--- config.mk ---
export PLATFORM = sky130hd
export DESIGN_NAME = adcr_control_regs
export DESIGN_NICKNAME = d
export VERILOG_FILES = /design/src/verilog/adcr_control_regs.v /design/src/verilog/adcr_trig_edge.v
export VERILOG_INCLUDE_DIRS = /design/src /design/src/verilog
export SDC_FILE = /design/constraint.sdc
export NUM_CORES = 1
export LEC_CHECK = 0
export BUFFER_PORTS_ARGS = -buffer_cell sky130_fd_sc_hd__buf_2
export CORE_ASPECT_RATIO = 1.25
export CORE_MARGIN = 3
export CORE_UTILIZATION = 45
export DETAILED_ROUTE_END_ITERATION = 12
export PLACE_DENSITY = 0.69
export SLEW_MARGIN = 20
export SYNTH_ARGS = -nofsm -noshare
export SYNTH_HDL_FRONTEND = slang
export SYNTH_HIERARCHICAL = 1
export SYNTH_SLANG_ARGS = --single-unit
--- constraint.sdc ---
create_clock -name aclk -period 4.9 [get_ports aclk]
set_input_delay 1.47 -clock aclk [delete_from_list [all_inputs] [get_ports aclk]]
set_output_delay 1.47 -clock aclk [all_outputs]
set_load 0.005 [all_outputs]
--- src/verilog/adcr_defines.vh ---
// Constants for the converter control register block.
// Assumes inclusion by bare name from the block's design files.
`ifndef ADCR_DEFINES_VH
`define ADCR_DEFINES_VH

// ****************************************************
// Register byte offsets
// ****************************************************
`define ADCR_OFF_CTRL0    8'h00
`define ADCR_OFF_CTRL1    8'h04
`define ADCR_OFF_CTRL2    8'h08
`define ADCR_OFF_RES_HI   8'h0C
`define ADCR_OFF_RES_LO   8'h10

// ****************************************************
// Field positions
// ****************************************************
`define ADCR_EN_BIT       0
`define ADCR_GO_BIT       1
`define ADCR_CHS_LSB      2
`define ADCR_CHS_MSB      6
`define ADCR_RMD_BIT      7
`define ADCR_PREF_LSB     0
`define ADCR_PREF_MSB     1
`define ADCR_NREF_BIT     2
`define ADCR_CS_LSB       4
`define ADCR_CS_MSB       6
`define ADCR_FM_BIT       7
`define ADCR_CHSN_LSB     0
`define ADCR_CHSN_MSB     3
`define ADCR_TRIG_LSB     4
`define ADCR_TRIG_MSB     7

// ****************************************************
// Reset values and masks
// ****************************************************
`define ADCR_CTRL_RST     8'h00
`define ADCR_CTRL1_MASK   8'hF7
`define ADCR_POS_VALID    32'hF320_3FFF
`define ADCR_TRIG_VALID   16'hE3F6

// ****************************************************
// Reference and clock codes
// ****************************************************
`define ADCR_PREF_SUPPLY  2'h0
`define ADCR_PREF_PIN     2'h1
`define ADCR_PREF_FIXED   2'h3
`define ADCR_CS_DIV2      3'h0
`define ADCR_CS_DIV8      3'h1
`define ADCR_CS_DIV32     3'h2
`define ADCR_CS_RC_A      3'h3
`define ADCR_CS_RC_LO     2'h3
`define ADCR_CS_DIV4      3'h4
`define ADCR_CS_DIV16     3'h5
`define ADCR_CS_DIV64     3'h6
`define ADCR_TC_DIV2      6'h01
`define ADCR_TC_DIV4      6'h03
`define ADCR_TC_DIV8      6'h07
`define ADCR_TC_DIV16     6'h0F
`define ADCR_TC_DIV32     6'h1F
`define ADCR_TC_DIV64     6'h3F

// ****************************************************
// Bus responses
// ****************************************************
`define ADCR_RESP_OKAY    2'h0
`define ADCR_RESP_SLVERR  2'h2

`endif

--- src/verilog/adcr_control_regs.v ---
// Control and status registers of a differential converter.
// Assumes an AXI4-Lite master, a converter core on aclk, and
// asynchronous trigger event inputs.
//
// Added by the designer: the placing of the registers and the AXI4-Lite slave port.
`timescale 1ns/1ns
`include "adcr_defines.vh"

// Functional notes
// - Width bit 1 gives 10-bit result bytes, 0 gives 12-bit.
// - Positive codes 0-13 pick inputs 0-13, 21 input 21.
// - Codes 31,30,29,28,25,24 pick internal sources; 27,26 none.
// - Writing 1 to status bit with enable bit 1 starts conversion; reads 1 meanwhile.
// - Hardware clears status bit when conversion finishes.
// - Enable bit 1 powers converter; 0 disables it.
// - Format bit 1 gives two's complement, 0 sign-magnitude.
// - Clock field picks divide 2,8,32,4,16,64 or the RC oscillator.
// - Negative reference bit 1 picks pin, 0 picks ground.
// - Positive reference: 00 supply, 01 pin, 11 fixed reference.
// - Trigger 0000 and 0011 disabled; 0001, 0010 capture units.
// - Trigger codes 0100-1001, 1101-1111 pick PWM unit events.
// - Negative codes 0-13 inputs, 1110 input 21, 1111 reference.
// - Enable 0 disconnects every multiplexer input.
// - Sign-magnitude high byte holds magnitude bits 11 to 4.
// - Control bits reset to 0; result bytes keep their value.
// - Rising edge of chosen trigger sets the status bit.
// - Start clears results; completion clears bit, raises flag.
// - Software abort discards result and keeps previous bytes.
module adcr_control_regs #(
	parameter ADDR_W = 8
) (
	input  wire              aclk,
	input  wire              aresetn,
	input  wire [ADDR_W-1:0] s_axi_awaddr,
	input  wire [2:0]        s_axi_awprot,
	input  wire              s_axi_awvalid,
	output wire              s_axi_awready,
	input  wire [31:0]       s_axi_wdata,
	input  wire [3:0]        s_axi_wstrb,
	input  wire              s_axi_wvalid,
	output wire              s_axi_wready,
	output reg  [1:0]        s_axi_bresp,
	output reg               s_axi_bvalid,
	input  wire              s_axi_bready,
	input  wire [ADDR_W-1:0] s_axi_araddr,
	input  wire [2:0]        s_axi_arprot,
	input  wire              s_axi_arvalid,
	output wire              s_axi_arready,
	output reg  [31:0]       s_axi_rdata,
	output reg  [1:0]        s_axi_rresp,
	output reg               s_axi_rvalid,
	input  wire              s_axi_rready,
	input  wire [15:0]       trig_in,
	input  wire              core_done,
	input  wire              core_sign,
	input  wire [11:0]       core_mag,
	output wire              converter_enable,
	output wire              conv_busy,
	output reg               conv_start,
	output reg               conv_abort,
	output reg               conversion_done_flag,
	output reg  [31:0]       pos_mux_sel,
	output reg  [15:0]       neg_mux_sel,
	output reg               neg_ref_pin_sel,
	output reg               pos_ref_supply,
	output reg               pos_ref_pin,
	output reg               pos_ref_fixed,
	output reg               conv_clk_rc_sel,
	output reg               conv_clk_tick
);

	// ****************************************************
	// Storage
	// ****************************************************
	reg  [7:0]        ctrl0_reg;
	reg  [7:0]        ctrl1_reg;
	reg  [7:0]        ctrl2_reg;
	reg  [7:0]        res_hi_reg;
	reg  [7:0]        res_lo_reg;
	reg  [7:0]        save_hi_reg;
	reg  [7:0]        save_lo_reg;
	reg               aw_hold_reg;
	reg               w_hold_reg;
	reg  [ADDR_W-1:0] waddr_reg;
	reg  [31:0]       wdata_reg;
	reg  [3:0]        wstrb_reg;
	reg  [5:0]        div_cnt_reg;
	reg  [5:0]        div_tc;
	reg               go_next;
	reg  [7:0]        fmt_hi;
	reg  [7:0]        fmt_lo;
	reg  [12:0]       twos;
	reg  [31:0]       rd_mux;
	reg               rd_hit;
	wire [15:0]       trig_edge;
	wire [15:0]       trig_ok;
	wire              do_write;
	wire              wr_lane0;
	wire [7:0]        wbyte;
	wire [ADDR_W-1:0] waddr_al;
	wire [ADDR_W-1:0] raddr_al;
	wire [4:0]        chs;
	wire [3:0]        chsn;
	wire [3:0]        trig_code;
	wire [2:0]        cs_code;
	wire              trig_hit;
	wire              sw_ctrl0;
	wire              go_done;

	assign chs       = ctrl0_reg[`ADCR_CHS_MSB:`ADCR_CHS_LSB];
	assign chsn      = ctrl2_reg[`ADCR_CHSN_MSB:`ADCR_CHSN_LSB];
	assign trig_code = ctrl2_reg[`ADCR_TRIG_MSB:`ADCR_TRIG_LSB];
	assign cs_code   = ctrl1_reg[`ADCR_CS_MSB:`ADCR_CS_LSB];
	assign converter_enable = ctrl0_reg[`ADCR_EN_BIT];
	assign conv_busy = ctrl0_reg[`ADCR_GO_BIT];

	// ****************************************************
	// AXI4-Lite write channel
	// ****************************************************
	// Address and data are taken independently, in either order.
	assign s_axi_awready = ~aw_hold_reg & ~s_axi_bvalid;
	assign s_axi_wready  = ~w_hold_reg & ~s_axi_bvalid;
	assign do_write = aw_hold_reg & w_hold_reg & ~s_axi_bvalid;
	assign waddr_al = {waddr_reg[ADDR_W-1:2], 2'b00};
	assign wr_lane0 = do_write & wstrb_reg[0];
	assign wbyte    = wdata_reg[7:0];
	assign sw_ctrl0 = wr_lane0 & (waddr_al == `ADCR_OFF_CTRL0);

	// Capture halves of a write, then answer once both are in.
	always @(posedge aclk) begin
		if (!aresetn) begin
			aw_hold_reg  <= 1'b0;
			w_hold_reg   <= 1'b0;
			waddr_reg    <= {ADDR_W{1'b0}};
			wdata_reg    <= 32'h0000_0000;
			wstrb_reg    <= 4'h0;
			s_axi_bvalid <= 1'b0;
			s_axi_bresp  <= `ADCR_RESP_OKAY;
		end else begin
			if (s_axi_awvalid && s_axi_awready) begin
				aw_hold_reg <= 1'b1;
				waddr_reg   <= s_axi_awaddr;
			end
			if (s_axi_wvalid && s_axi_wready) begin
				w_hold_reg <= 1'b1;
				wdata_reg  <= s_axi_wdata;
				wstrb_reg  <= s_axi_wstrb;
			end
			if (do_write) begin
				aw_hold_reg  <= 1'b0;
				w_hold_reg   <= 1'b0;
				s_axi_bvalid <= 1'b1;
				if (waddr_al > `ADCR_OFF_RES_LO)
					s_axi_bresp <= `ADCR_RESP_SLVERR;
				else
					s_axi_bresp <= `ADCR_RESP_OKAY;
			end else if (s_axi_bready) begin
				s_axi_bvalid <= 1'b0;
			end
		end
	end

	// ****************************************************
	// AXI4-Lite read channel
	// ****************************************************
	assign s_axi_arready = ~s_axi_rvalid;
	assign raddr_al = {s_axi_araddr[ADDR_W-1:2], 2'b00};

	// Read data select; reserved bits read as zero.
	always @* begin
		rd_hit = 1'b1;
		rd_mux = 32'h0000_0000;
		case (raddr_al)
		`ADCR_OFF_CTRL0:  rd_mux[7:0] = ctrl0_reg;
		`ADCR_OFF_CTRL1:  rd_mux[7:0] = ctrl1_reg;
		`ADCR_OFF_CTRL2:  rd_mux[7:0] = ctrl2_reg;
		`ADCR_OFF_RES_HI: rd_mux[7:0] = res_hi_reg;
		`ADCR_OFF_RES_LO: rd_mux[7:0] = res_lo_reg;
		default:          rd_hit = 1'b0;
		endcase
	end

	// One cycle from address taken to data valid.
	always @(posedge aclk) begin
		if (!aresetn) begin
			s_axi_rvalid <= 1'b0;
			s_axi_rdata  <= 32'h0000_0000;
			s_axi_rresp  <= `ADCR_RESP_OKAY;
		end else if (s_axi_arvalid && s_axi_arready) begin
			s_axi_rvalid <= 1'b1;
			s_axi_rdata  <= rd_mux;
			if (rd_hit)
				s_axi_rresp <= `ADCR_RESP_OKAY;
			else
				s_axi_rresp <= `ADCR_RESP_SLVERR;
		end else if (s_axi_rready) begin
			s_axi_rvalid <= 1'b0;
		end
	end

	// ****************************************************
	// Trigger selection
	// ****************************************************
	adcr_trig_edge #(
		.WIDTH(16)
	) adcr_trig_edge_inst (
		.aclk       (aclk),
		.aresetn    (aresetn),
		.trig_in    (trig_in),
		.edge_pulse (trig_edge)
	);

	// Index by code; disabled and reserved codes are masked off.
	assign trig_ok  = `ADCR_TRIG_VALID;
	assign trig_hit = trig_edge[trig_code] & converter_enable
		& trig_ok[trig_code];

	// ****************************************************
	// Status bit sequencing
	// ****************************************************
	assign go_done = core_done & conv_busy;

	// Software set and clear, hardware clear, trigger set wins.
	// Turning the converter off beats a trigger, so busy never sticks.
	always @* begin
		go_next = conv_busy;
		if (sw_ctrl0)
			go_next = wbyte[`ADCR_GO_BIT] & wbyte[`ADCR_EN_BIT];
		if (go_done)
			go_next = 1'b0;
		if (trig_hit)
			go_next = 1'b1;
		if (sw_ctrl0 && !wbyte[`ADCR_EN_BIT])
			go_next = 1'b0;
	end

	// ****************************************************
	// Result formatting
	// ****************************************************
	// Negative zero magnitude encodes the most negative value.
	always @* begin
		if (core_sign && core_mag == 12'h000)
			twos = 13'h1000;
		else if (core_sign)
			twos = 13'h0000 - {1'b0, core_mag};
		else
			twos = {1'b0, core_mag};
		fmt_hi = core_mag[11:4];
		fmt_lo = {core_mag[3:0], 3'b000, core_sign};
		if (ctrl0_reg[`ADCR_RMD_BIT]) begin
			if (ctrl1_reg[`ADCR_FM_BIT]) begin
				fmt_hi = {{5{twos[12]}}, twos[12:10]};
				fmt_lo = twos[9:2];
			end else begin
				fmt_lo = {core_mag[3:2], 5'b00000, core_sign};
			end
		end else if (ctrl1_reg[`ADCR_FM_BIT]) begin
			fmt_hi = {{3{twos[12]}}, twos[12:8]};
			fmt_lo = twos[7:0];
		end
	end

	// ****************************************************
	// Control registers and handshake with the core
	// ****************************************************
	always @(posedge aclk) begin
		if (!aresetn) begin
			ctrl0_reg            <= `ADCR_CTRL_RST;
			ctrl1_reg            <= `ADCR_CTRL_RST;
			ctrl2_reg            <= `ADCR_CTRL_RST;
			conv_start           <= 1'b0;
			conv_abort           <= 1'b0;
			conversion_done_flag <= 1'b0;
		end else begin
			if (sw_ctrl0)
				ctrl0_reg <= wbyte;
			ctrl0_reg[`ADCR_GO_BIT] <= go_next;
			if (wr_lane0 && waddr_al == `ADCR_OFF_CTRL1)
				ctrl1_reg <= wbyte & `ADCR_CTRL1_MASK;
			if (wr_lane0 && waddr_al == `ADCR_OFF_CTRL2)
				ctrl2_reg <= wbyte;
			conv_start <= go_next & ~conv_busy;
			conv_abort <= conv_busy & ~go_next & ~go_done;
			conversion_done_flag <= go_done;
		end
	end

	// Result bytes are not reset, so they survive a reset.
	always @(posedge aclk) begin
		if (go_next && !conv_busy) begin
			save_hi_reg <= res_hi_reg;
			save_lo_reg <= res_lo_reg;
			res_hi_reg  <= 8'h00;
			res_lo_reg  <= 8'h00;
		end else if (go_done) begin
			res_hi_reg <= fmt_hi;
			res_lo_reg <= fmt_lo;
		end else if (conv_busy && !go_next) begin
			res_hi_reg <= save_hi_reg;
			res_lo_reg <= save_lo_reg;
		end else if (wr_lane0) begin
			if (waddr_al == `ADCR_OFF_RES_HI)
				res_hi_reg <= wbyte;
			if (waddr_al == `ADCR_OFF_RES_LO)
				res_lo_reg <= wbyte;
		end
	end

	// ****************************************************
	// Conversion clock
	// ****************************************************
	// Terminal count for the selected system clock divider.
	always @* begin
		case (cs_code)
		`ADCR_CS_DIV2:  div_tc = `ADCR_TC_DIV2;
		`ADCR_CS_DIV8:  div_tc = `ADCR_TC_DIV8;
		`ADCR_CS_DIV32: div_tc = `ADCR_TC_DIV32;
		`ADCR_CS_DIV4:  div_tc = `ADCR_TC_DIV4;
		`ADCR_CS_DIV16: div_tc = `ADCR_TC_DIV16;
		`ADCR_CS_DIV64: div_tc = `ADCR_TC_DIV64;
		default:        div_tc = `ADCR_TC_DIV2;
		endcase
	end

	// Divider runs only while powered and not on the RC source.
	always @(posedge aclk) begin
		if (!aresetn) begin
			div_cnt_reg     <= 6'h00;
			conv_clk_tick   <= 1'b0;
			conv_clk_rc_sel <= 1'b0;
		end else begin
			conv_clk_rc_sel <= (cs_code[1:0] == `ADCR_CS_RC_LO);
			conv_clk_tick   <= 1'b0;
			if (!converter_enable || cs_code[1:0] == `ADCR_CS_RC_LO) begin
				div_cnt_reg <= 6'h00;
			end else if (div_cnt_reg >= div_tc) begin
				div_cnt_reg   <= 6'h00;
				conv_clk_tick <= 1'b1;
			end else begin
				div_cnt_reg <= div_cnt_reg + 6'h01;
			end
		end
	end

	// ****************************************************
	// Analog routing selects
	// ****************************************************
	// One-hot selects; the input multiplexers open while the converter is off.
	always @(posedge aclk) begin
		if (!aresetn) begin
			pos_mux_sel     <= 32'h0000_0000;
			neg_mux_sel     <= 16'h0000;
			neg_ref_pin_sel <= 1'b0;
			pos_ref_supply  <= 1'b0;
			pos_ref_pin     <= 1'b0;
			pos_ref_fixed   <= 1'b0;
		end else begin
			pos_mux_sel <= {31'h0000_0000, converter_enable} << chs
				& `ADCR_POS_VALID;
			neg_mux_sel <= {15'h0000, converter_enable}
				<< chsn;
			neg_ref_pin_sel <= ctrl1_reg[`ADCR_NREF_BIT];
			pos_ref_supply <= ctrl1_reg[`ADCR_PREF_MSB:`ADCR_PREF_LSB]
				== `ADCR_PREF_SUPPLY;
			pos_ref_pin <= ctrl1_reg[`ADCR_PREF_MSB:`ADCR_PREF_LSB]
				== `ADCR_PREF_PIN;
			pos_ref_fixed <= ctrl1_reg[`ADCR_PREF_MSB:`ADCR_PREF_LSB]
				== `ADCR_PREF_FIXED;
		end
	end

	// Protection bits carry no meaning for this block.
	wire unused_prot;
	assign unused_prot = ^{s_axi_awprot, s_axi_arprot, wdata_reg[31:8]};

endmodule

--- src/verilog/adcr_trig_edge.v ---
// Synchroniser and rising edge detector for trigger inputs.
// Assumes asynchronous inputs and a synchronous active-low reset.
`timescale 1ns/1ns

module adcr_trig_edge #(
	parameter WIDTH = 16
) (
	input  wire             aclk,
	input  wire             aresetn,
	input  wire [WIDTH-1:0] trig_in,
	output wire [WIDTH-1:0] edge_pulse
);

	// ****************************************************
	// Per-input synchroniser
	// ****************************************************
	genvar i;
	generate
		for (i = 0; i < WIDTH; i = i + 1) begin : g_bit
			reg meta_reg;
			reg sync_reg;
			reg last_reg;

			// Two flops for the crossing, a third for history.
			always @(posedge aclk) begin
				if (!aresetn) begin
					meta_reg <= 1'b0;
					sync_reg <= 1'b0;
					last_reg <= 1'b0;
				end else begin
					meta_reg <= trig_in[i];
					sync_reg <= meta_reg;
					last_reg <= sync_reg;
				end
			end

			// One pulse per synchronised rising edge.
			assign edge_pulse[i] = sync_reg & ~last_reg;
		end
	endgenerate

endmodule
=== After elaboration in Yosys (flattened, before gate mapping) ===
Memory sizes are Yosys's and may differ from the RTL's. A register that Yosys moved wholly into a read port is not among the register bits.
Index checks and enable logic that the tools add are counted.

* Register bits: 199
* Bits in read-only memories: 16
* Input bits: 95
* Logic and storage cells: 220
* Memories: 1

{| class="wikitable"
|+ Memories
! name !! depth !! width !! read ports !! clocked after memory_dff !! wr ports !! RTL line !! source
|-
| (name not given) || 16 || 1 || 1 || 1 || 0 || adcr_control_regs.v:216 || <nowiki>& trig_ok[trig_code];</nowiki>
|}

* Add/subtract/negate cells: 2
* Magnitude comparators: 3
* Equality and inequality tests: 16
* Shifts and indexed selects: 2
* Multiplexer cells: 35
* Bitwise gates (word level): 53
* Reduce and logical (&&, ||, !) cells: 29

{| class="wikitable"
|+ Operator list
! kind !! number
|-
| 8-bit two-way mux || 14
|-
| 8-bit one-hot mux with 5 select lines || 1
|-
| 1-bit by 5-bit left shift with 32-bit output || 1
|-
| 6-bit one-hot mux with 5 select lines || 1
|-
| 1-bit AND || 29
|-
| 13-bit two-way mux || 2
|-
| 6-bit by 2-bit == test with 1-bit output (second input constant) || 4
|-
| 1-bit NOT || 24
|-
| 8-bit logical NOT || 2
|-
| 1-bit by 4-bit left shift with 16-bit output || 1
|-
| 1-bit by 12-bit subtractor with 13-bit output (first input constant) || 1
|-
| 6-bit by 1-bit == test with 1-bit output (second input constant) || 2
|-
| 6-bit by 3-bit == test with 1-bit output (second input constant) || 2
|-
| 12-bit logical NOT || 1
|-
| 1-bit two-way mux || 12
|-
| 3-bit == test (second input constant) || 3
|-
| 1-bit logical AND || 9
|-
| 3-bit nonzero test || 3
|-
| 8-bit by 5-bit greater-than comparator with 1-bit output (second input constant) || 1
|-
| 4-bit two-way mux || 2
|-
| 6-bit by 1-bit adder with 6-bit output (second input constant) || 1
|-
| 6-bit >= comparator || 1
|-
| 4-bit by 5-bit < comparator with 1-bit output (second input constant) || 1
|-
| 5-bit OR reduction || 1
|-
| 13 further kinds || 21
|}

=== Depth between registers and ports, before layout ===
* Depth after elaboration: 12
* Depth in mapped cells: 11
* Depth with buffers taken out: 10

=== Hierarchy ===
Netlist, hierarchy kept.

{| class="wikitable"
|+ By module, submodules not included
! module !! times used !! cells an instance !! area each (um^2) !! seq. area each (um^2)
|-
| adcr_control_regs || 1 || 701 || 6,252.2 || 2,902.8
|-
| adcr_trig_edge || 1 || 117 || 1,405.1 || 960.9
|}

=== Worst setup path before layout ===
Ideal clock, no wire load.

* Path type: input-to-reg
* Start point: input core_done
* End point: register res_lo_reg[7]
* Data arrival time: 3.679 ns
* Slack: 1.104 ns
* Stages: 7
* Path buffers: 0
* Cell sequence: nand2_1 nand2_1 mux2i_1 o22ai_4 nor2_1 and2b_1 a32o_1

* Cells in the longest elaborated chain, start to end: 8
* Elaborated cells between the ends (all ways): 12

{| class="wikitable"
|+ Ends and longest elaborated chain
! item !! RTL line !! source
|-
| start: declaration || adcr_control_regs.v:54 || <nowiki>input wire core_done,</nowiki>
|-
| 1-bit AND (*) || adcr_control_regs.v:221 || <nowiki>assign go_done = core_done & conv_busy;</nowiki>
|-
| 1-bit two-way mux || adcr_control_regs.v:229 || <nowiki>if (go_done)</nowiki>
|-
| 1-bit two-way mux || adcr_control_regs.v:231 || <nowiki>if (trig_hit)</nowiki>
|-
| 1-bit two-way mux || adcr_control_regs.v:233 || <nowiki>if (sw_ctrl0 && !wbyte[`ADCR_EN_BIT])</nowiki>
|-
| 1-bit logical NOT || adcr_control_regs.v:298 || <nowiki>end else if (conv_busy && !go_next) begin</nowiki>
|-
| 1-bit logical AND || adcr_control_regs.v:298 ||
|-
| 3-bit nonzero test (no source line) or 8-bit two-way mux (tied branches) || -- ||
|-
| 2-bit AND reduction (no source line) or 8-bit two-way mux (tied branches) || -- ||
|-
| end signal: assignment || adcr_control_regs.v:297 || <nowiki>res_lo_reg <= fmt_lo;</nowiki>
|-
| end signal: assignment || adcr_control_regs.v:300 || <nowiki>res_lo_reg <= save_lo_reg;</nowiki>
|-
| end signal: assignment || adcr_control_regs.v:305 || <nowiki>res_lo_reg <= wbyte;</nowiki>
|-
| end: declaration || adcr_control_regs.v:79 || <nowiki>reg [7:0] res_lo_reg;</nowiki>
|}

Mark *: on every way between the ends. The rest lies on a longest branch, timed or not.
A chain may end at the register's enable or synchronous reset.

=== Worst setup path after layout ===
* Start point: input core_mag[1]
* End point: register res_hi_reg[0]

* Cells in the longest elaborated chain, start to end: 6
* Elaborated cells between the ends (all ways): 9

{| class="wikitable"
|+ Ends and longest elaborated chain
! item !! RTL line !! source
|-
| start: declaration || adcr_control_regs.v:56 || <nowiki>input wire [11:0] core_mag,</nowiki>
|-
| 1-bit by 12-bit subtractor with 13-bit output or 12-bit logical NOT (tied branches) || adcr_control_regs.v:245, adcr_control_regs.v:242 ||
|-
| 13-bit two-way mux or 1-bit logical AND (tied branches) || adcr_control_regs.v:244, adcr_control_regs.v:242 ||
|-
| 13-bit two-way mux (*) || adcr_control_regs.v:242 || <nowiki>if (core_sign && core_mag == 12'h000)</nowiki>
|-
| 8-bit two-way mux, on equally long branches || adcr_control_regs.v:257, adcr_control_regs.v:251 ||
|-
| 8-bit two-way mux (*) || adcr_control_regs.v:250 || <nowiki>if (ctrl0_reg[`ADCR_RMD_BIT]) begin</nowiki>
|-
| 8-bit two-way mux (*) || adcr_control_regs.v:295 || <nowiki>end else if (go_done) begin</nowiki>
|-
| end signal: assignment || adcr_control_regs.v:296 || <nowiki>res_hi_reg <= fmt_hi;</nowiki>
|-
| end signal: assignment || adcr_control_regs.v:299 || <nowiki>res_hi_reg <= save_hi_reg;</nowiki>
|-
| end signal: assignment || adcr_control_regs.v:303 || <nowiki>res_hi_reg <= wbyte;</nowiki>
|-
| end: declaration || adcr_control_regs.v:78 || <nowiki>reg [7:0] res_hi_reg;</nowiki>
|}

Marked as above.

==> impl_metrics.json <==
{
  "status": "complete, no violations",
  "drv_cap": 0,
  "hpwl_mm": 13.2,
  "worst_setup_sp": "core_mag[1]",
  "timing.critical_path.buf_inv": 3,
  "maxSlewViolCount": 0,
  "pwr-share-clk": 0.422,
  "max-slew-margin-rel": 0.469,
  "cts-root-to-sink-buffers": 2,
  "final_period_minus_worst_setup_slack_ns": 3.65,
  "worstSetupStartpointType": "primary input",
  "timing.hold.worst.start": "adcr_trig_edge_inst/g_bit[1].meta_reg",
  "numClockSinks": 185,
  "hold-worst-slack_ns": 0.433,
  "arrival_ns": 3.97,
  "setup_tns_ns": 0,
  "ys_ff_latch": 185,
  "yosys.area.top_type": "dfxtp_1",
  "total_wirelength_mm": 18.2,
  "setup.worst_path.class": "in2reg",
  "synth_top_area_frac": 0.442,
  "core_area_sq_um": 16500,
  "h-tree-depth": 4,
  "numPortBuffers": 120,
  "edff_count_synth": 16,
  "detailed_place.area_sq_um": 8250,
  "max_flop_register": "pos_mux_sel",
  "timing.critical_path.slowest_stage_cell": "a2111oi_0",
  "placementRows": 52,
  "die_area_sq_um": 18600,
  "cts_hold_buf": 0,
  "regToRegStartpoint": "waddr_reg[7]",
  "critical_path.max_stage_delay_ns": 0.51,
  "nNetsFinal": 1024,
  "vdd_ir_drop_max_uv": 303,
  "pwr-share-comb": 0.055,
  "grt_first_pass_wirelength_mm": 28.9,
  "synth_async_sr_flop_share": 0,
  "timing.critical_path.required_ns": 5.23,
  "rsz0062_at_grt": "no",
  "clk_transition_reported_paths_ns": 0.07,
  "tightest_slew_ns": 0.795,
  "cellInternalPower_mw": 2.33,
  "timing.final.crit_share": 0.744,
  "die_y_um": 152,
  "yosysUniqueCellTypes": 73,
  "worstHoldPathType": "reg2reg",
  "ys.flop_type": "dfxtp_1",
  "finalHoldViolations": 0,
  "switching_power_uw": 732,
  "drc": 0,
  "post_cts_resized": 0,
  "clk_latency_ns": 0.43,
  "power.sequential.fraction": 0.523,
  "syn_area_sq_um": 7660,
  "finalPower_mw": 3.06,
  "final_layout_size_suffix_gt1_frac": 0.183,
  "crit_path_max_fanout": 12,
  "finalWeightedCongestion": 0.833,
  "dr.first_iter.drc_count": 369,
  "power_switching_share": 0.239,
  "setup_viol": 0,
  "static-leakage-power_nw": 3.67,
  "cts_post_setup_buffers_inserted": 0,
  "ios": 195,
  "syn_area_per_cell_sq_um": 9.36,
  "floorplan.initialDensity": 0.465,
  "top_cell_family_by_delay_on_the_critical_path": "compound AO/OA/AOI/OAI gates",
  "fillers": 1518,
  "grt_remaining_overflow": 0,
  "largest_net_degree_at_the_start_of_global_routing": 58,
  "numCtsBuffers": 17,
  "detail_route.first_pass.iterations": 5,
  "number_of_antenna_violating_nets_in_the_routed_design": 0,
  "postLayoutCellArea_sq_um": 8810,
  "crit_path_cell_trace": "buf_2 -> inv_1 -> ha_1 -> or3b_1 -> or3_1 -> o41ai_2 -> buf_4 -> nor3_1 -> a2111oi_0 -> a211o_1 -> a21oi_1",
  "initial_antenna_violation_count": 1,
  "drt-vias-per-instance": 5.24,
  "critPathCaptureType": "register",
  "cts_root_buffer": "clkbuf_16",
  "tritoncts": "yes",
  "syn-instance-count": 818,
  "fmaxAchievable_ghz": 0.274,
  "detailroute.via_count": 6035,
  "post-place-ws_ns": 0.831,
  "largest_register_ff_count": 21,
  "layout-area-overhead-vs-synth_pct": 15.0,
  "grt_pass1_vias": 5569,
  "power-per-cell-area_nw_per_um2": 348,
  "finalClockSkew_ns": 0.00925,
  "total_routing_resource_utilization_after_global_routing": 0.198,
  "ys_top_cells_by_area": "dfxtp_1 (44%), edfxtp_1 (6.3%), and2_1 (4.4%)",
  "yosysSeqAreaShare": 0.505,
  "setup_ws_ns": 1.25,
  "synth-warning-count": 6,
  "routed_len_inst_um": 15.9,
  "dieWidth_um": 123
}
==> Yosys cell counts, types with 3 or more instances <==
master / instances
a32o_1: 9
a2111oi_0: 3
o311ai_0: 3
a211oi_1: 3
nor2_1: 90
inv_1: 14
dfxtp_1: 169
nand2_1: 88
and3_1: 3
nor4_1: 8
o31ai_1: 5
o21ai_0: 11
edfxtp_1: 16
a31oi_1: 3
a22oi_1: 17
nor3_1: 21
a222oi_1: 8
xor2_1: 7
nand3_1: 12
xnor2_1: 7
nor2b_1: 22
or2_2: 4
ha_1: 8
nand3b_1: 3
a2bb2oi_1: 4
a21oi_1: 43
and2_1: 54
nand4b_1: 3
mux2i_1: 27
buf_2: 5
nand2b_1: 12
clkbuf_1: 27
buf_4: 37
buf_1: 5
a21o_1: 5
a211o_1: 4
buf_6: 4
or3_1: 8
==> power groups by stage <==
| stage | logic, mW | clock network (mW) | registers [mW] |
|---|---|---|---|
| global route | 0.189 | 1.39 | 1.60 |
| detailed placement | 0.166 | 0 | 1.63 |
| global placement | 0.165 | 0 | 1.63 |
| CTS | 0.168 | 1.32 | 1.60 |
| finish | 0.168 | 1.29 | 1.60 |
| floorplan | 0.139 | 0 | 1.62 |
==> routing by layer <==
layer,up-vias,track usage,wire length (um)
li1,2978,-,-
met2,203,0.335,9230
met5,-,0,0
met4,0,0.0752,406
met1,2826,0.243,7420
met3,28,0.0435,1190
==> worst paths after layout <==
path / cells after the start / end / slack, ns
max: 11 / res_hi_reg[0] / 1.25
min: 1 / adcr_trig_edge_inst/g_bit[1].sync_reg / 0.43
max reg2reg: 8 / res_lo_reg[7] / 1.71
min reg2reg: 1 / adcr_trig_edge_inst/g_bit[1].sync_reg / 0.43
==> layout make-up <==
type                    count  area, sq um  area share
well taps                 216          270      0.0307
repair buffers            128          661      0.0750
clock inverters            12          105      0.0119
inverters                  15         56.3     0.00639
clock buffers              20          457      0.0518
diodes                      1         2.50    0.000284
multi-input cells         574         3390       0.385
flip-flops and latches    185         3860       0.439
==> cells by family after synthesis <==
kind of cell | Yosys count | share of synthesized area
AND/OR/NAND/NOR | 341 | 0.221
multiplexers | 28 | 0.0368
other | 1 | 0.000490
XOR/XNOR | 14 | 0.0160
adder cells (fa/ha/maj) | 8 | 0.0131
buffers and inverters | 95 | 0.0698
AO/OA/AOI/OAI | 146 | 0.139
flip-flops | 185 | 0.505
==> per-stage QoR <==
step | instances | utilization
global route | 1151 | 0.535
floorplan | 854 | -
finish | 1151 | 0.535
CTS | 1150 | 0.535
global placement | 1118 | 0.501
detailed placement | 1118 | 0.501
==> worst reg2reg max path, stage by stage (launching register included) <==
cell	delay (ns)
dfxtp_1	0.31
or3_1	0.49
nor4_4	0.63
mux2i_1	0.45
o22ai_4	0.24
nor2_1	0.19
buf_4	0.25
and2b_1	0.26
a32o_1	0.27
==> layout by cell type, fill, tap and decap left out, types with 4 or more instances in the layout <==
master,count
buf_4,8
a22oi_1,17
nand3_1,12
nor2b_1,22
nand2b_1,12
nand2_1,88
inv_1,13
mux2i_1,27
xnor2_1,7
clkbuf_16,17
a222oi_1,8
and2_1,54
conb_1,37
a32o_1,9
or3_1,8
o31ai_1,5
a21oi_1,43
a211o_1,4
nor2_1,90
a21o_1,5
o21ai_0,11
buf_2,120
xor2_1,7
or2_2,4
ha_1,8
dfxtp_1,169
inv_6,6
a2bb2oi_1,4
edfxtp_1,16
nor4_1,8
nor3_1,21
No activity file was read; power rests on OpenSTA's default activity.
